==> config.mk <==
export PLATFORM = sky130hd
export DESIGN_NAME = boost_pfc_ctrl
export DESIGN_NICKNAME = d
export VERILOG_FILES = /design/src/boost_pfc_pkg.sv /design/src/restart_timer.sv /design/src/ontime_gen.sv /design/src/boost_pfc_ctrl.sv
export VERILOG_INCLUDE_DIRS = /design/src
export SDC_FILE = /design/constraint.sdc
export NUM_CORES = 1
export LEC_CHECK = 0
export BUFFER_PORTS_ARGS = -buffer_cell sky130_fd_sc_hd__buf_2
export CORE_MARGIN = 3
export CORE_UTILIZATION = 55
export CTS_CLUSTER_DIAMETER = 60
export CTS_CLUSTER_SIZE = 14
export DETAILED_ROUTE_END_ITERATION = 8
export MAX_ROUTING_LAYER = met4
export PLACE_DENSITY = 0.73
export RECOVER_POWER = 100
export SLEW_MARGIN = 20
export SYNTH_ARGS = -nofsm -noshare
export SYNTH_HDL_FRONTEND = slang
export SYNTH_SLANG_ARGS = --single-unit
==> constraint.sdc <==
create_clock -name SYS_CLK -period 3.7 [get_ports SYS_CLK]
set_clock_uncertainty 0.2 [all_clocks]
set_input_delay 0.74 -clock SYS_CLK [delete_from_list [all_inputs] [get_ports SYS_CLK]]
set_output_delay 0.74 -clock SYS_CLK [all_outputs]
set_load 0.02 [all_outputs]
==> src/boost_pfc_regs.svh <==
/*
 * Timing counts and reset values for the boost switch controller.
 * Assumes a 40 ns system clock period and a 12-bit compensation word.
 */
`ifndef BOOST_PFC_REGS_SVH
`define BOOST_PFC_REGS_SVH

// System clock period in ns (25 MHz)
`define CLK_PERIOD_NS 40
// Restart pulse period in us, and the same period in clock cycles
`define WD_PERIOD_US 400
`define WD_CYCLES ((`WD_PERIOD_US * 1000) / `CLK_PERIOD_NS)

// Compensation word: reset value and saturation limits, in cycles of on-time
`define COMP_RESET 12'h064
`define COMP_MIN 12'h001
`define COMP_MAX 12'hfff
// Extra on-time near the line zero crossings, in cycles
`define MOD_CYCLES 12'h010
// Compensation step per switching cycle for high and low loop gain
`define STEP_HI 12'h004
`define STEP_LO 12'h001

`endif

==> src/boost_pfc_pkg.sv <==
/*
 * Types shared by the boost switch controller.
 * Assumes the including design also reads boost_pfc_regs.svh for numbers.
 */
package boost_pfc_pkg;

  // Operating mode reported by the ballast section
  typedef enum logic [1:0] {
    BM_PREHEAT = 2'h0,
    BM_IGNITION = 2'h1,
    BM_RUN = 2'h2,
    BM_FAULT = 2'h3
  } ballast_mode_t;

  // Switching state, one-hot
  typedef enum logic [4:0] {
    ST_HALT = 5'h01,
    ST_WAIT_RISE = 5'h02,
    ST_WAIT_FALL = 5'h04,
    ST_ON = 5'h08,
    ST_OVP = 5'h10
  } sw_state_t;

endpackage

==> src/restart_timer.sv <==
/*
 * Restart pulse timer: counts clock-enabled cycles and gives a pulse each period.
 * Assumes PERIOD is at least 2 and that the caller clears it on valid edges.
 */
`timescale 1ns/1ps

module restart_timer #(
  parameter int PERIOD = 10000
) (
  // Clock, reset, enable
  input wire logic clk,
  input wire logic rst_n,
  input wire logic ce,
  // Control and event
  input wire logic clear,
  output logic expire
);

  localparam int CW = $clog2(PERIOD);

  logic [CW-1:0] cnt_reg;

  // Expiry in the last cycle of the period
  assign expire = (cnt_reg == CW'(PERIOD - 1));

  // Period counter, restarted by clear or by its own expiry
  always_ff @(posedge clk) begin
    if (!rst_n) begin
      cnt_reg <= '0;
    end else if (ce) begin
      if (clear || expire) begin
        cnt_reg <= '0;
      end else begin
        cnt_reg <= cnt_reg + 1'b1;
      end
    end
  end

endmodule

==> src/ontime_gen.sv <==
/*
 * On-time generator: latches a cycle count at start and flags its last cycle.
 * Assumes target is at least one and start comes only while idle or finishing.
 */
`timescale 1ns/1ps

module ontime_gen #(
  parameter int TW = 13
) (
  // Clock, reset, enable
  input wire logic clk,
  input wire logic rst_n,
  input wire logic ce,
  // Control
  input wire logic start,
  input wire logic kill,
  input wire logic [TW-1:0] target,
  // Status
  output logic done,
  output logic [TW-1:0] target_out
);

  logic active_reg;
  logic [TW-1:0] cnt_reg;
  logic [TW-1:0] target_reg;

  // Last cycle of the programmed on interval
  assign done = active_reg && (cnt_reg == target_reg - 1'b1);
  assign target_out = target_reg;

  // Interval counter
  always_ff @(posedge clk) begin
    if (!rst_n) begin
      active_reg <= 1'b0;
      cnt_reg <= '0;
      target_reg <= '0;
    end else if (ce) begin
      if (start) begin
        active_reg <= 1'b1;
        cnt_reg <= '0;
        target_reg <= target;
      end else if (kill || done) begin
        active_reg <= 1'b0;
        cnt_reg <= '0;
      end else if (active_reg) begin
        cnt_reg <= cnt_reg + 1'b1;
      end
    end
  end

endmodule

==> src/boost_pfc_ctrl.sv <==
/*
 * Switch-timing control of a critical-conduction boost stage: zero-cross driven
 * turn-on, compensation-programmed on-time, restart pulses, bus protection.
 * Assumes every comparator input is already synchronous to SYS_CLK and that
 * the ballast section supplies its operating mode.
 */
`timescale 1ns/1ps
`include "boost_pfc_regs.svh"

module boost_pfc_ctrl
  import boost_pfc_pkg::*;
#(
  parameter int COMP_W = 12,
  parameter int WD_CYCLES = `WD_CYCLES
) (
  // Clock, reset, enable
  input wire logic SYS_CLK,
  input wire logic RST_N,
  input wire logic CLK_EN,
  // Comparator results
  input wire logic ZERO_CROSS_INPUT,
  input wire logic BUS_OVER_CMP,
  input wire logic BUS_BELOW_REG_CMP,
  input wire logic BUS_UNDER_CMP,
  input wire logic LINE_NEAR_ZERO,
  // Ballast section state
  input wire ballast_mode_t BALLAST_MODE,
  // Gate and loop outputs
  output logic BOOST_GATE_OUT,
  output logic GAIN_SEL_HIGH,
  output logic SUPPLY_DISCHARGE,
  output logic [COMP_W-1:0] COMP_VALUE
);

  localparam int TW = COMP_W + 1;

  sw_state_t state_reg;
  sw_state_t state_next;
  logic zx_prev_reg;
  logic uv_latch_reg;
  logic gain_high_reg;
  logic [COMP_W-1:0] comp_reg;
  logic [COMP_W-1:0] comp_next;
  logic [COMP_W-1:0] step;
  logic zx_rise;
  logic zx_fall;
  logic valid_fall;
  logic disable_now;
  logic wd_clear;
  logic wd_expire;
  logic on_start;
  logic on_done;
  logic [TW-1:0] on_target;
  logic [TW-1:0] on_target_held;
  logic [TW-1:0] on_len_reg;

  // ****************************************
  // Input edges and disable conditions
  // ****************************************

  // Previous zero-cross level for edge detection
  always_ff @(posedge SYS_CLK) begin
    if (!RST_N) begin
      zx_prev_reg <= 1'b0;
    end else if (CLK_EN) begin
      zx_prev_reg <= ZERO_CROSS_INPUT;
    end
  end

  // Edges of the hysteretic zero-cross comparator
  assign zx_rise = ZERO_CROSS_INPUT && !zx_prev_reg;
  assign zx_fall = !ZERO_CROSS_INPUT && zx_prev_reg;
  assign valid_fall = (state_reg == ST_WAIT_FALL) && zx_fall;
  assign disable_now = uv_latch_reg || BUS_UNDER_CMP || (BALLAST_MODE == BM_FAULT);

  // Under-voltage latch, cleared only by reset
  always_ff @(posedge SYS_CLK) begin
    if (!RST_N) begin
      uv_latch_reg <= 1'b0;
    end else if (CLK_EN && BUS_UNDER_CMP) begin
      uv_latch_reg <= 1'b1;
    end
  end

  assign SUPPLY_DISCHARGE = uv_latch_reg;

  // ****************************************
  // Switching state machine
  // ****************************************

  // Next state, protection first
  always_comb begin
    state_next = state_reg;
    if (disable_now) begin
      state_next = ST_HALT;
    end else if (BUS_OVER_CMP) begin
      state_next = ST_OVP;
    end else begin
      case (state_reg)
        ST_HALT: begin
          state_next = ST_WAIT_RISE;
        end
        ST_WAIT_RISE: begin
          if (zx_rise) begin
            state_next = ST_WAIT_FALL;
          end else if (wd_expire) begin
            state_next = ST_ON;
          end
        end
        ST_WAIT_FALL: begin
          if (zx_fall || wd_expire) begin
            state_next = ST_ON;
          end
        end
        ST_ON: begin
          if (on_done) begin
            state_next = ST_WAIT_RISE;
          end
        end
        ST_OVP: begin
          if (BUS_BELOW_REG_CMP) begin
            state_next = ST_ON;
          end
        end
        default: begin
          state_next = ST_HALT;
        end
      endcase
    end
  end

  // State register
  always_ff @(posedge SYS_CLK) begin
    if (!RST_N) begin
      state_reg <= ST_HALT;
    end else if (CLK_EN) begin
      state_reg <= state_next;
    end
  end

  assign BOOST_GATE_OUT = (state_reg == ST_ON);
  assign on_start = (state_next == ST_ON) && (state_reg != ST_ON);

  // ****************************************
  // Restart timer and on-time
  // ****************************************

  // Held clear while stopped or after a valid zero-cross fall
  assign wd_clear = valid_fall || (state_reg == ST_HALT) || (state_reg == ST_OVP);

  restart_timer #(
    .PERIOD(WD_CYCLES)
  ) u_restart (
    .clk(SYS_CLK),
    .rst_n(RST_N),
    .ce(CLK_EN),
    .clear(wd_clear),
    .expire(wd_expire)
  );

  // On-time from compensation plus line modulation
  assign on_target = {1'b0, comp_reg} + (LINE_NEAR_ZERO ? TW'(`MOD_CYCLES) : TW'(0));

  ontime_gen #(
    .TW(TW)
  ) u_ontime (
    .clk(SYS_CLK),
    .rst_n(RST_N),
    .ce(CLK_EN),
    .start(on_start && CLK_EN),
    .kill(state_next != ST_ON),
    .target(on_target),
    .done(on_done),
    .target_out(on_target_held)
  );

  // ****************************************
  // Regulation loop
  // ****************************************

  // Loop gain follows the ballast mode
  always_ff @(posedge SYS_CLK) begin
    if (!RST_N) begin
      gain_high_reg <= 1'b1;
    end else if (CLK_EN) begin
      gain_high_reg <= (BALLAST_MODE != BM_RUN);
    end
  end

  assign GAIN_SEL_HIGH = gain_high_reg;
  assign step = gain_high_reg ? COMP_W'(`STEP_HI) : COMP_W'(`STEP_LO);

  // Saturating compensation step, direction from the bus comparator
  always_comb begin
    if (BUS_BELOW_REG_CMP) begin
      comp_next = (comp_reg > `COMP_MAX - step) ? `COMP_MAX : comp_reg + step;
    end else begin
      comp_next = (comp_reg < `COMP_MIN + step) ? `COMP_MIN : comp_reg - step;
    end
  end

  // Compensation updated once per switching cycle
  always_ff @(posedge SYS_CLK) begin
    if (!RST_N) begin
      comp_reg <= COMP_W'(`COMP_RESET);
    end else if (CLK_EN && on_start) begin
      comp_reg <= comp_next;
    end
  end

  assign COMP_VALUE = comp_reg;

  // ****************************************
  // Checks
  // ****************************************

  // Length of the current gate pulse, for checking only
  always_ff @(posedge SYS_CLK) begin
    if (!RST_N) begin
      on_len_reg <= '0;
    end else if (CLK_EN) begin
      on_len_reg <= BOOST_GATE_OUT ? on_len_reg + 1'b1 : '0;
    end
  end
endmodule

==> implementation parameters, run 1 <==
Parameter                              Value

Status
  Status    finished, final reports clean

Clock network
  Total number of H-tree levels    3
  Buffers inserted during post-CTS setup optimization    0
  Clock tree from TritonCTS    yes
  Cts bufs inserted    9
  Clock-pin transition on the worst setup and hold timing paths    around 0.07 ns
  CTS Root Buffer Type    sky130_fd_sc_hd__clkbuf_8
  Total number of clock tree sinks    61
  Clk Latency, worst-skew pair    around 0.35 ns
  Number of buffers between clock root and the deepest sink    2
  Count of instances resized after the clock tree is built    0
  # hold bufs at CTS    0

Flow run
  Count of max-cap constraint violations    0

Synthesis
  #FFs+latches synth    around 60
  Share of synthesized flip-flops with an asynchronous set or reset    0%
  Most used flip-flop cell after synthesis    sky130_fd_sc_hd__dfxtp_1
  Syn Inst Count    approximately 550
  Post-Synthesis Net Count    approximately 570
  Post-synth EDFFs    0
  Syn Std Cell Area    about 4200 µm²
  Warnings from Yosys    0
  Synthesized area per cell    just under 8 µm²
  Count of unique library cells instantiated by Yosys    74
  Sequential fraction of the synthesis area    just under 30%

Die
  Initial Utilization    around 57%
  Die width    between 90 and 100 µm
  Area of the die    just under 9000 µm²
  I/O pin cnt    25
  Number of standard-cell rows in the floorplan    31
  Core area    around 7400 µm²
  Die boundary height    93.63 µm

Power
  Peak ir drop on the vdd network    0.2751 mV
  Leakage power summed over all cells    roughly 1.6 nW
  Areal power density over the cells    between 300 and 400 nW/µm²

Critical path
  Combined buffer and inverter count along the critical path    1
  Top Family by Delay on Critical Path    simple AND/OR/NAND/NOR gates
  Worst flop-to-flop path endpoint    u_ontime.cnt_reg[12]
  Worst EP required    between 3 and 4 ns
  Category of the critical setup timing path    flip-flop to flip-flop
  Startpoint Class    flip-flop
  Master of the slowest instance on the critical path    sky130_fd_sc_hd__o41ai_4
  Data arrival at the endpoint of the critical path    around 3.4 ns
  Delay of the slowest cell on the worst path    about 0.63 ns
  Maximum fanout along the worst path    9
  Cells along the critical path    inv_1 -> ha_1 -> or3b_2 -> nor4_1 -> xnor2_1 -> nand4_1 -> o41ai_4 -> nor2_1 -> a211o_1
  Worst reg2reg path startpoint    u_ontime.target_out[0]
  Element type at the critical path end    flip-flop
  R2R cell count    9
  Register-to-register path setup slack    about 0.37 ns

Final layout
  Flip-flop count of the largest register after layout    14
  Final instance area    approximately 4500 µm²
  Ratio of cells with drive above 1 in the final layout    under 10%
  Final-stage net count    ~570
  Inserted Diodes    0
  P&R area growth vs syn    7.259%
  Fraction of the core area covered by cells at the end of the flow    about three fifths

STA
  Final setup violating endpoints    0
  Final Slew Violations    0
  Upper clock frequency limit    around 300 MHz
  Max-slew headroom    roughly 28%
  Worst-Margin Slew    between 1 and 1.5 ns
  Hold Vio Cnt, Final    0
  Minimum clock period    about 3.3 ns
  Sum of negative setup slack    0 ns
  Fin crit share    between 80% and 90%
  Setup repair after global routing missed its margin    no

Place
  Final estimated routing congestion in global placement    around 0.93
  I/O Buffers    24
  Final HPWL DP    between 7000 and 8000 µm
  Area of placed instances    ~4300 µm²

Global route
  Pin count of the biggest net entering global routing    29
  Via count of the first global-routing pass    3649
  Total routing resource utilization after global routing    25.31%
  First-pass GRT wire length    about 17000 µm
  Total gr overflow    0
  Antenna violations before repair    0

Hold path
  Origin of the worst min-delay path    u_ontime.target_out[12]
  Cell depth of the worst min-delay path    2
  Classification of the worst-slack hold path    flip-flop to flip-flop
  WHS Endpoint    u_ontime.target_out[12]

Routing
  Vias per std cell    between 6 and 7
  Wirelength, routed    between 10000 and 15000 µm
  Detailed Route Iter0 Violations    ~310
  Wire per inst    about 16 µm
  Count of antenna-violating nets left after detailed routing    0
  Number of search-and-repair iterations in the first detailed-routing pass    5
  Residual DRC    0
  Count of vias placed by the detailed router    4034
-- per-layer routing --
metal	vias to the layer above	wire, µm	GRT usage (%)	part of all wire [%]
li1	1986	-	-	-
met1	1905	4891	34.31	48
met2	130	4522	37.88	44
met3	13	614	4.264	6.0
met4	0	144	9.507	1.4
met5	-	0	-	0
-- cell usage after synthesis (3+ instances only) --
cell type | count | area (µm²)
sky130_fd_sc_hd__clkbuf_1 | 24 | 90.09
sky130_fd_sc_hd__o211a_1 | 3 | 30.03
sky130_fd_sc_hd__dfxtp_1 | 61 | 1221
sky130_fd_sc_hd__a211oi_1 | 11 | 82.58
sky130_fd_sc_hd__buf_4 | 6 | 45.04
sky130_fd_sc_hd__a22o_1 | 4 | 35.03
sky130_fd_sc_hd__a21oi_1 | 29 | 145.1
sky130_fd_sc_hd__nor2b_1 | 7 | 43.79
sky130_fd_sc_hd__buf_1 | 5 | 18.77
sky130_fd_sc_hd__nor4_1 | 7 | 43.79
sky130_fd_sc_hd__o21ai_0 | 29 | 145.1
sky130_fd_sc_hd__inv_1 | 17 | 63.81
sky130_fd_sc_hd__o2111a_1 | 4 | 45.04
sky130_fd_sc_hd__a211o_1 | 4 | 35.03
sky130_fd_sc_hd__a31oi_1 | 4 | 25.02
sky130_fd_sc_hd__o31ai_2 | 7 | 87.58
sky130_fd_sc_hd__nand4_1 | 11 | 68.82
sky130_fd_sc_hd__xnor2_1 | 24 | 210.2
sky130_fd_sc_hd__o211ai_1 | 13 | 97.59
sky130_fd_sc_hd__nand3_1 | 17 | 85.08
sky130_fd_sc_hd__nor3_1 | 17 | 85.08
sky130_fd_sc_hd__nor3b_1 | 7 | 52.55
sky130_fd_sc_hd__buf_2 | 3 | 15.01
sky130_fd_sc_hd__ha_1 | 13 | 162.7
sky130_fd_sc_hd__nor2_1 | 61 | 229.0
sky130_fd_sc_hd__or4_1 | 4 | 30.03
sky130_fd_sc_hd__xor2_1 | 15 | 131.4
sky130_fd_sc_hd__nand2_1 | 64 | 240.2
sky130_fd_sc_hd__nor4b_1 | 3 | 26.28
sky130_fd_sc_hd__nand2b_1 | 5 | 31.28
sky130_fd_sc_hd__and2_1 | 3 | 18.77
sky130_fd_sc_hd__or3_1 | 4 | 25.02
sky130_fd_sc_hd__or2_2 | 4 | 25.02
-- area by class of cell --
cell class,instances,area (µm²)
flip-flops and latches,61,1221
clock buffers,13,178.9
inverters,17,63.81
repair buffers,31,138.9
fillers,682,2840
clock inverters,3,65.06
multi-input cells,429,2738
well taps,99,123.9
-- worst reg2reg max path: cells and delay by family (launching register included) --
| kind | cells | cell delay (ns) |
|---|---|---|
| AOI/OAI and AO/OA | 2 | 0.92 |
| and+or+nand+nor | 4 | 1.24 |
| xor gates and xnor gates | 1 | 0.20 |
| adders and majority gates | 1 | 0.23 |
| DFF | 1 | 0.35 |
| buffers and inverters | 1 | 0.07 |
-- worst max path at each step --
stage	end	startpoint	depth (start not counted)
5_1_grt	u_ontime.cnt_reg[11]	u_ontime.target_out[0]	9
6_report	u_ontime.cnt_reg[12]	u_ontime.target_out[0]	9
3_5_place_dp	u_ontime.cnt_reg[3]	u_ontime.target_out[0]	9
2_1_floorplan	u_ontime.cnt_reg[5]	u_ontime.target_out[0]	11
3_3_place_gp	u_ontime.cnt_reg[5]	u_ontime.target_out[0]	9
4_1_cts	u_ontime.cnt_reg[3]	u_ontime.target_out[0]	9
-- logic make-up (layout without fill, tap and decap cells) --
family | Yosys count | after routing | synth area share, %
and+or+nand+nor | 235 | 235 | 28.30
AOI/OAI and AO/OA | 140 | 140 | 24.53
DFF | 61 | 61 | 28.92
buffers and inverters | 56 | 64 | 5.837
xor gates and xnor gates | 39 | 39 | 8.089
adders and majority gates | 13 | 13 | 3.852
muxes | 2 | 2 | 0.4741
-- stage by stage --
stage                     setup slack, ns  total power [W]  hold slack [ns]  instances
final                              0.3742         0.001470           0.2689        653
after floorplan                    0.6291        0.0007365           0.2434        546
after CTS                          0.3989         0.001482           0.2714        653
after global routing               0.1713         0.001517           0.2854        653
after detailed placement           0.4207        0.0007593           0.2618        637
after global placement             0.4813        0.0007577           0.2582        637
-- where the power goes --
| group | internal (W) | switching, W | total, W |
|---|---|---|---|
| combinational | 0.0000255 | 0.0000531 | 0.0000785 |
| clock | 0.000452 | 0.000274 | 0.000726 |
| sequential | 0.000661 | 0.00000552 | 0.000666 |
-- placed cells by master (no fill, tap or decap), types with 11 or more instances in the layout --
master                     netlist  routed
sky130_fd_sc_hd__a21oi_1        29      29
sky130_fd_sc_hd__a211oi_1       11      11
sky130_fd_sc_hd__clkbuf_8        1      13
sky130_fd_sc_hd__nor2_1         61      61
sky130_fd_sc_hd__inv_1          17      17
sky130_fd_sc_hd__nand2_1        64      64
sky130_fd_sc_hd__ha_1           13      13
sky130_fd_sc_hd__o211ai_1       13      13
sky130_fd_sc_hd__nand4_1        11      12
sky130_fd_sc_hd__o21ai_0        29      29
sky130_fd_sc_hd__nand3_1        17      17
sky130_fd_sc_hd__xor2_1         15      15
sky130_fd_sc_hd__dfxtp_1        61      61
sky130_fd_sc_hd__clkbuf_1       24      19
sky130_fd_sc_hd__xnor2_1        24      24
sky130_fd_sc_hd__nor3_1         17      17
No activity file was read; power rests on OpenSTA's default activity.
==> inputs of run 2 (changes only) <==
Settings changed: ABC_AREA set to 1.
==> run 2 against run 1 <==
Net effect: register-to-register slack better by 0.25 ns; final cell count is 20% higher; cell area is 0.88% higher; non-clock buffer count is 5 lower; power is 2.0% lower; clock power is 10% lower; fmax is 8.0% higher; utilization is 0.22 points higher; synthesized cell count is 23% higher.
==> implementation parameters, run 2 <==
Parameter                              Value

Final layout
  Ratio of cells with drive above 1 in the final layout    5.677% (was 9.567%)
  Commonest non-fill, non-tap cell in the layout    sky130_fd_sc_hd__nand2_1 (unchanged)
  Final-stage net count    705 (was 572)
  Number of filler instances in the final layout    756 (was 682)
  Filler-free cell count of the finished design    786 (was 653)
  Flip-flop count of the largest register after layout    14 (unchanged)
  P&R area growth vs syn    6.410% (was 7.259%)
  Fraction of the core area covered by cells at the end of the flow    61.68% (was 61.46%)
  Most frequent cells in the layout    sky130_fd_sc_hd__nand2_1 (155), sky130_fd_sc_hd__nor2_1 (106), sky130_fd_sc_hd__inv_1 (77), sky130_fd_sc_hd__dfxtp_1 (61), sky130_fd_sc_hd__nand3_1 (50) (was sky130_fd_sc_hd__nand2_1 (64), sky130_fd_sc_hd__dfxtp_1 (61), sky130_fd_sc_hd__nor2_1 (61), sky130_fd_sc_hd__a21oi_1 (29), sky130_fd_sc_hd__o21ai_0 (29))
  Inserted Diodes    0 (unchanged)

STA
  Setup repair after global routing missed its margin    no (unchanged)
  Hold Vio Cnt, Final    0 (unchanged)
  Final Slew Violations    0 (unchanged)
  Sum of negative setup slack    0 ns (unchanged)
  Hold Slack    0.2823 ns (was 0.2689 ns)
  Minimum clock period    3.078 ns (was 3.326 ns)
  Max-slew headroom    50.04% (was 27.52%)
  Upper clock frequency limit    324.9 MHz (was 300.7 MHz)
  Worst-Margin Slew    0.7476 ns (was 1.087 ns)
  Fin crit share    83.19% (was 89.89%)
  Final setup violating endpoints    0 (unchanged)

Global route
  Total gr overflow    0 (unchanged)
  First-pass GRT wire length    17000 µm (was 17440 µm)
  Total routing resource utilization after global routing    24.15% (was 25.31%)
  Via count of the first global-routing pass    3926 (was 3649)
  Pin count of the biggest net entering global routing    39 (was 29)
  Antenna violations before repair    0 (unchanged)

Critical path
  Worst EP required    3.74 ns (about the same)
  Master of the slowest instance on the critical path    sky130_fd_sc_hd__nand2_1 (was sky130_fd_sc_hd__o41ai_4)
  Combined buffer and inverter count along the critical path    3 (was 1)
  Top Family by Delay on Critical Path    simple AND/OR/NAND/NOR gates (unchanged)
  Crit. path cell count    18 (was 9)
  Delay of the slowest cell on the worst path    0.54 ns (was 0.63 ns)
  Element type at the critical path end    flip-flop (unchanged)
  Category of the critical setup timing path    flip-flop to flip-flop (unchanged)
  R2R cell count    18 (was 9)
  Startpoint Class    flip-flop (unchanged)
  Cells along the critical path    inv_1 -> ha_1 -> nand2_1 -> inv_1 -> nor2_1 -> nand3_1 -> nor2_1 -> nand2_1 -> inv_1 -> nand2_1 -> nor2_1 -> nand3_1 -> o2111ai_4 -> nand2_1 -> nand2_1 -> nand2_1 -> nand2_1 -> nor2_1 (was inv_1 -> ha_1 -> or3b_2 -> nor4_1 -> xnor2_1 -> nand4_1 -> o41ai_4 -> nor2_1 -> a211o_1)
  Worst path most repeated cell    sky130_fd_sc_hd__nand2_1
  Maximum fanout along the worst path    19 (was 9)
  Data arrival at the endpoint of the critical path    3.11 ns (was 3.37 ns)

Synthesis
  Synthesized area per cell    6.400 µm² (was 7.734 µm²)
  Post-synth EDFFs    0 (unchanged)
  Top area cells in the synthesized netlist    sky130_fd_sc_hd__dfxtp_1 (28%), sky130_fd_sc_hd__nand2_1 (13%), sky130_fd_sc_hd__nor2_1 (9.2%) (was sky130_fd_sc_hd__dfxtp_1 (29%), sky130_fd_sc_hd__nand2_1 (5.7%), sky130_fd_sc_hd__nor2_1 (5.4%))
  #FFs+latches synth    61 (unchanged)
  Share of synthesized flip-flops with an asynchronous set or reset    0% (unchanged)
  Cell accounting for the most synthesized area    sky130_fd_sc_hd__dfxtp_1 (unchanged)
  Syn Inst Count    671 (was 546)
  Count of unique library cells instantiated by Yosys    43 (was 74)
  Syn Std Cell Area    4294 µm² (was 4223 µm²)
  Sequential fraction of the synthesis area    28.44% (was 28.92%)
  Most frequent cells after synthesis    sky130_fd_sc_hd__nand2_1 (154), sky130_fd_sc_hd__nor2_1 (105), sky130_fd_sc_hd__inv_1 (77) (was sky130_fd_sc_hd__nand2_1 (64), sky130_fd_sc_hd__dfxtp_1 (61), sky130_fd_sc_hd__nor2_1 (61))
  Most used flip-flop cell after synthesis    sky130_fd_sc_hd__dfxtp_1 (unchanged)
  Post-Synthesis Net Count    694 (was 569)
  Area share of the leading cell type in the synthesized netlist    28.44% (was 28.92%)
  Cell with the most instances after synthesis    sky130_fd_sc_hd__nand2_1 (unchanged)
  Warnings from Yosys    0 (unchanged)

Clock network
  Clock tree from TritonCTS    yes (unchanged)
  Cts bufs inserted    9 (unchanged)
  Total number of clock tree sinks    61 (unchanged)
  Count of instances resized after the clock tree is built    0 (unchanged)
  CTS Root Buffer Type    sky130_fd_sc_hd__clkbuf_8 (unchanged)
  Clock-pin transition on the worst setup and hold timing paths    0.07 ns (about the same)
  # hold bufs at CTS    0 (unchanged)
  Total number of H-tree levels    3 (unchanged)
  Clk Latency, worst-skew pair    0.34 ns (was 0.35 ns)
  Number of buffers between clock root and the deepest sink    2 (unchanged)
  Buffers inserted during post-CTS setup optimization    0 (unchanged)

Routing
  Detailed Route Iter0 Violations    217 (was 312)
  Residual DRC    0 (unchanged)
  Count of antenna-violating nets left after detailed routing    0 (unchanged)
  Wirelength, routed    9696 µm (was 10170 µm)
  Count of vias placed by the detailed router    4181 (was 4034)
  Vias per std cell    5.319 (was 6.178)
  Number of search-and-repair iterations in the first detailed-routing pass    5 (unchanged)
  Wire per inst    12.34 µm (was 15.58 µm)

Place
  Final estimated routing congestion in global placement    0.9371 (was 0.9321)
  I/O Buffers    24 (unchanged)
  Placed Cells incl. Taps    770 (was 637)
  Final HPWL DP    7204 µm (was 7229 µm)

Die
  Die boundary height    94.36 µm (was 93.63 µm)
  I/O pin cnt    25 (unchanged)
  Die width    94.36 µm (was 93.63 µm)
  Initial Utilization    57.96% (was 57.30%)
  Area of the die    8904 µm² (was 8766 µm²)
  Core area    7408 µm² (was 7370 µm²)
  Number of standard-cell rows in the floorplan    31 (unchanged)

Power
  Relative contribution of combinational cells to total power    7.9% (was 5.3%)
  PnR Total Power    0.001442 W (was 0.001470 W)
  Clock network fraction of total power    45.1% (was 49.4%)
  Leakage power summed over all cells    2.155 nW (was 1.612 nW)
  Power share of the sequential group    47.1% (was 45.3%)
  Areal power density over the cells    315.5 nW/µm² (was 324.7 nW/µm²)
  Int Pwr    0.001086 W (was 0.001138 W)
  Net switching component of the power    0.0003554 W (was 0.0003324 W)
  Proportion of total power due to net switching    24.65% (was 22.60%)
  Peak ir drop on the vdd network    0.2699 mV (was 0.2751 mV)

Flow run
  Count of max-cap constraint violations    0 (unchanged)

Hold path
  Cell depth of the worst min-delay path    2 (unchanged)
  Classification of the worst-slack hold path    flip-flop to flip-flop (unchanged)

Status
  Status    finished, final reports clean (unchanged)
==> run 2: worst min-delay path: stages, from the launching register on <==
cell and delay (ns):
sky130_fd_sc_hd__dfxtp_1 0.32, sky130_fd_sc_hd__nand2_1 0.06, sky130_fd_sc_hd__a21oi_1 0.05
==> run 2: cell type report <==
class / instances / area, µm² / share of cell area (%)
well taps: 99 / 123.9 / 2.711
repair buffers: 26 / 110.1 / 2.410
clock buffers: 11 / 131.4 / 2.875
clock inverters: 5 / 85.08 / 1.862
inverters: 80 / 300.3 / 6.572
flip-flops and latches: 61 / 1221 / 26.73
multi-input cells: 504 / 2597 / 56.85
==> run 2: layer usage <==
metal,share of wire (%),track usage [%]
met5,0,-
met1,46,29.20
met2,48,40.48
met4,1.5,7.942
met3,4.3,4.622
==> run 2: through the flow <==
stage | worst slack, ns | instance area, µm²
detailed placement | 0.8726 | 4398
floorplan | 1.338 | 4294
CTS | 0.8432 | 4614
global route | 0.2958 | 4569
finish | 0.6219 | 4569
global placement | 0.9239 | 4398
==> run 2: cells by family (layout without fill, tap and decap cells) <==
logic type	Yosys count	in the layout	synth area share, %
compound gates	88	88	11.28
xor+xnor	45	45	9.178
fa+ha+maj	13	13	3.788
buf+inv	106	122	10.61
flops	61	61	28.44
simple gates	358	358	36.71
==> run 2: power groups by stage <==
stage | logic, W | clock network [W] | registers (W)
after CTS | 0.000116 | 0.000666 | 0.000679
after detailed placement | 0.000115 | 0 | 0.000694
after global placement | 0.000113 | 0 | 0.000694
final | 0.000113 | 0.000650 | 0.000679
after global routing | 0.000131 | 0.000699 | 0.000680
after floorplan | 0.0000880 | 0 | 0.000692
==> run 2: final timing paths <==
check	endpoint	slack [ns]	from
max	u_ontime.cnt_reg[8]	0.62	u_ontime.target_out[0]
min	u_ontime.active_reg	0.28	u_ontime.active_reg
max reg2reg	u_ontime.cnt_reg[8]	0.62	u_ontime.target_out[0]
min reg2reg	u_ontime.active_reg	0.28	u_ontime.active_reg
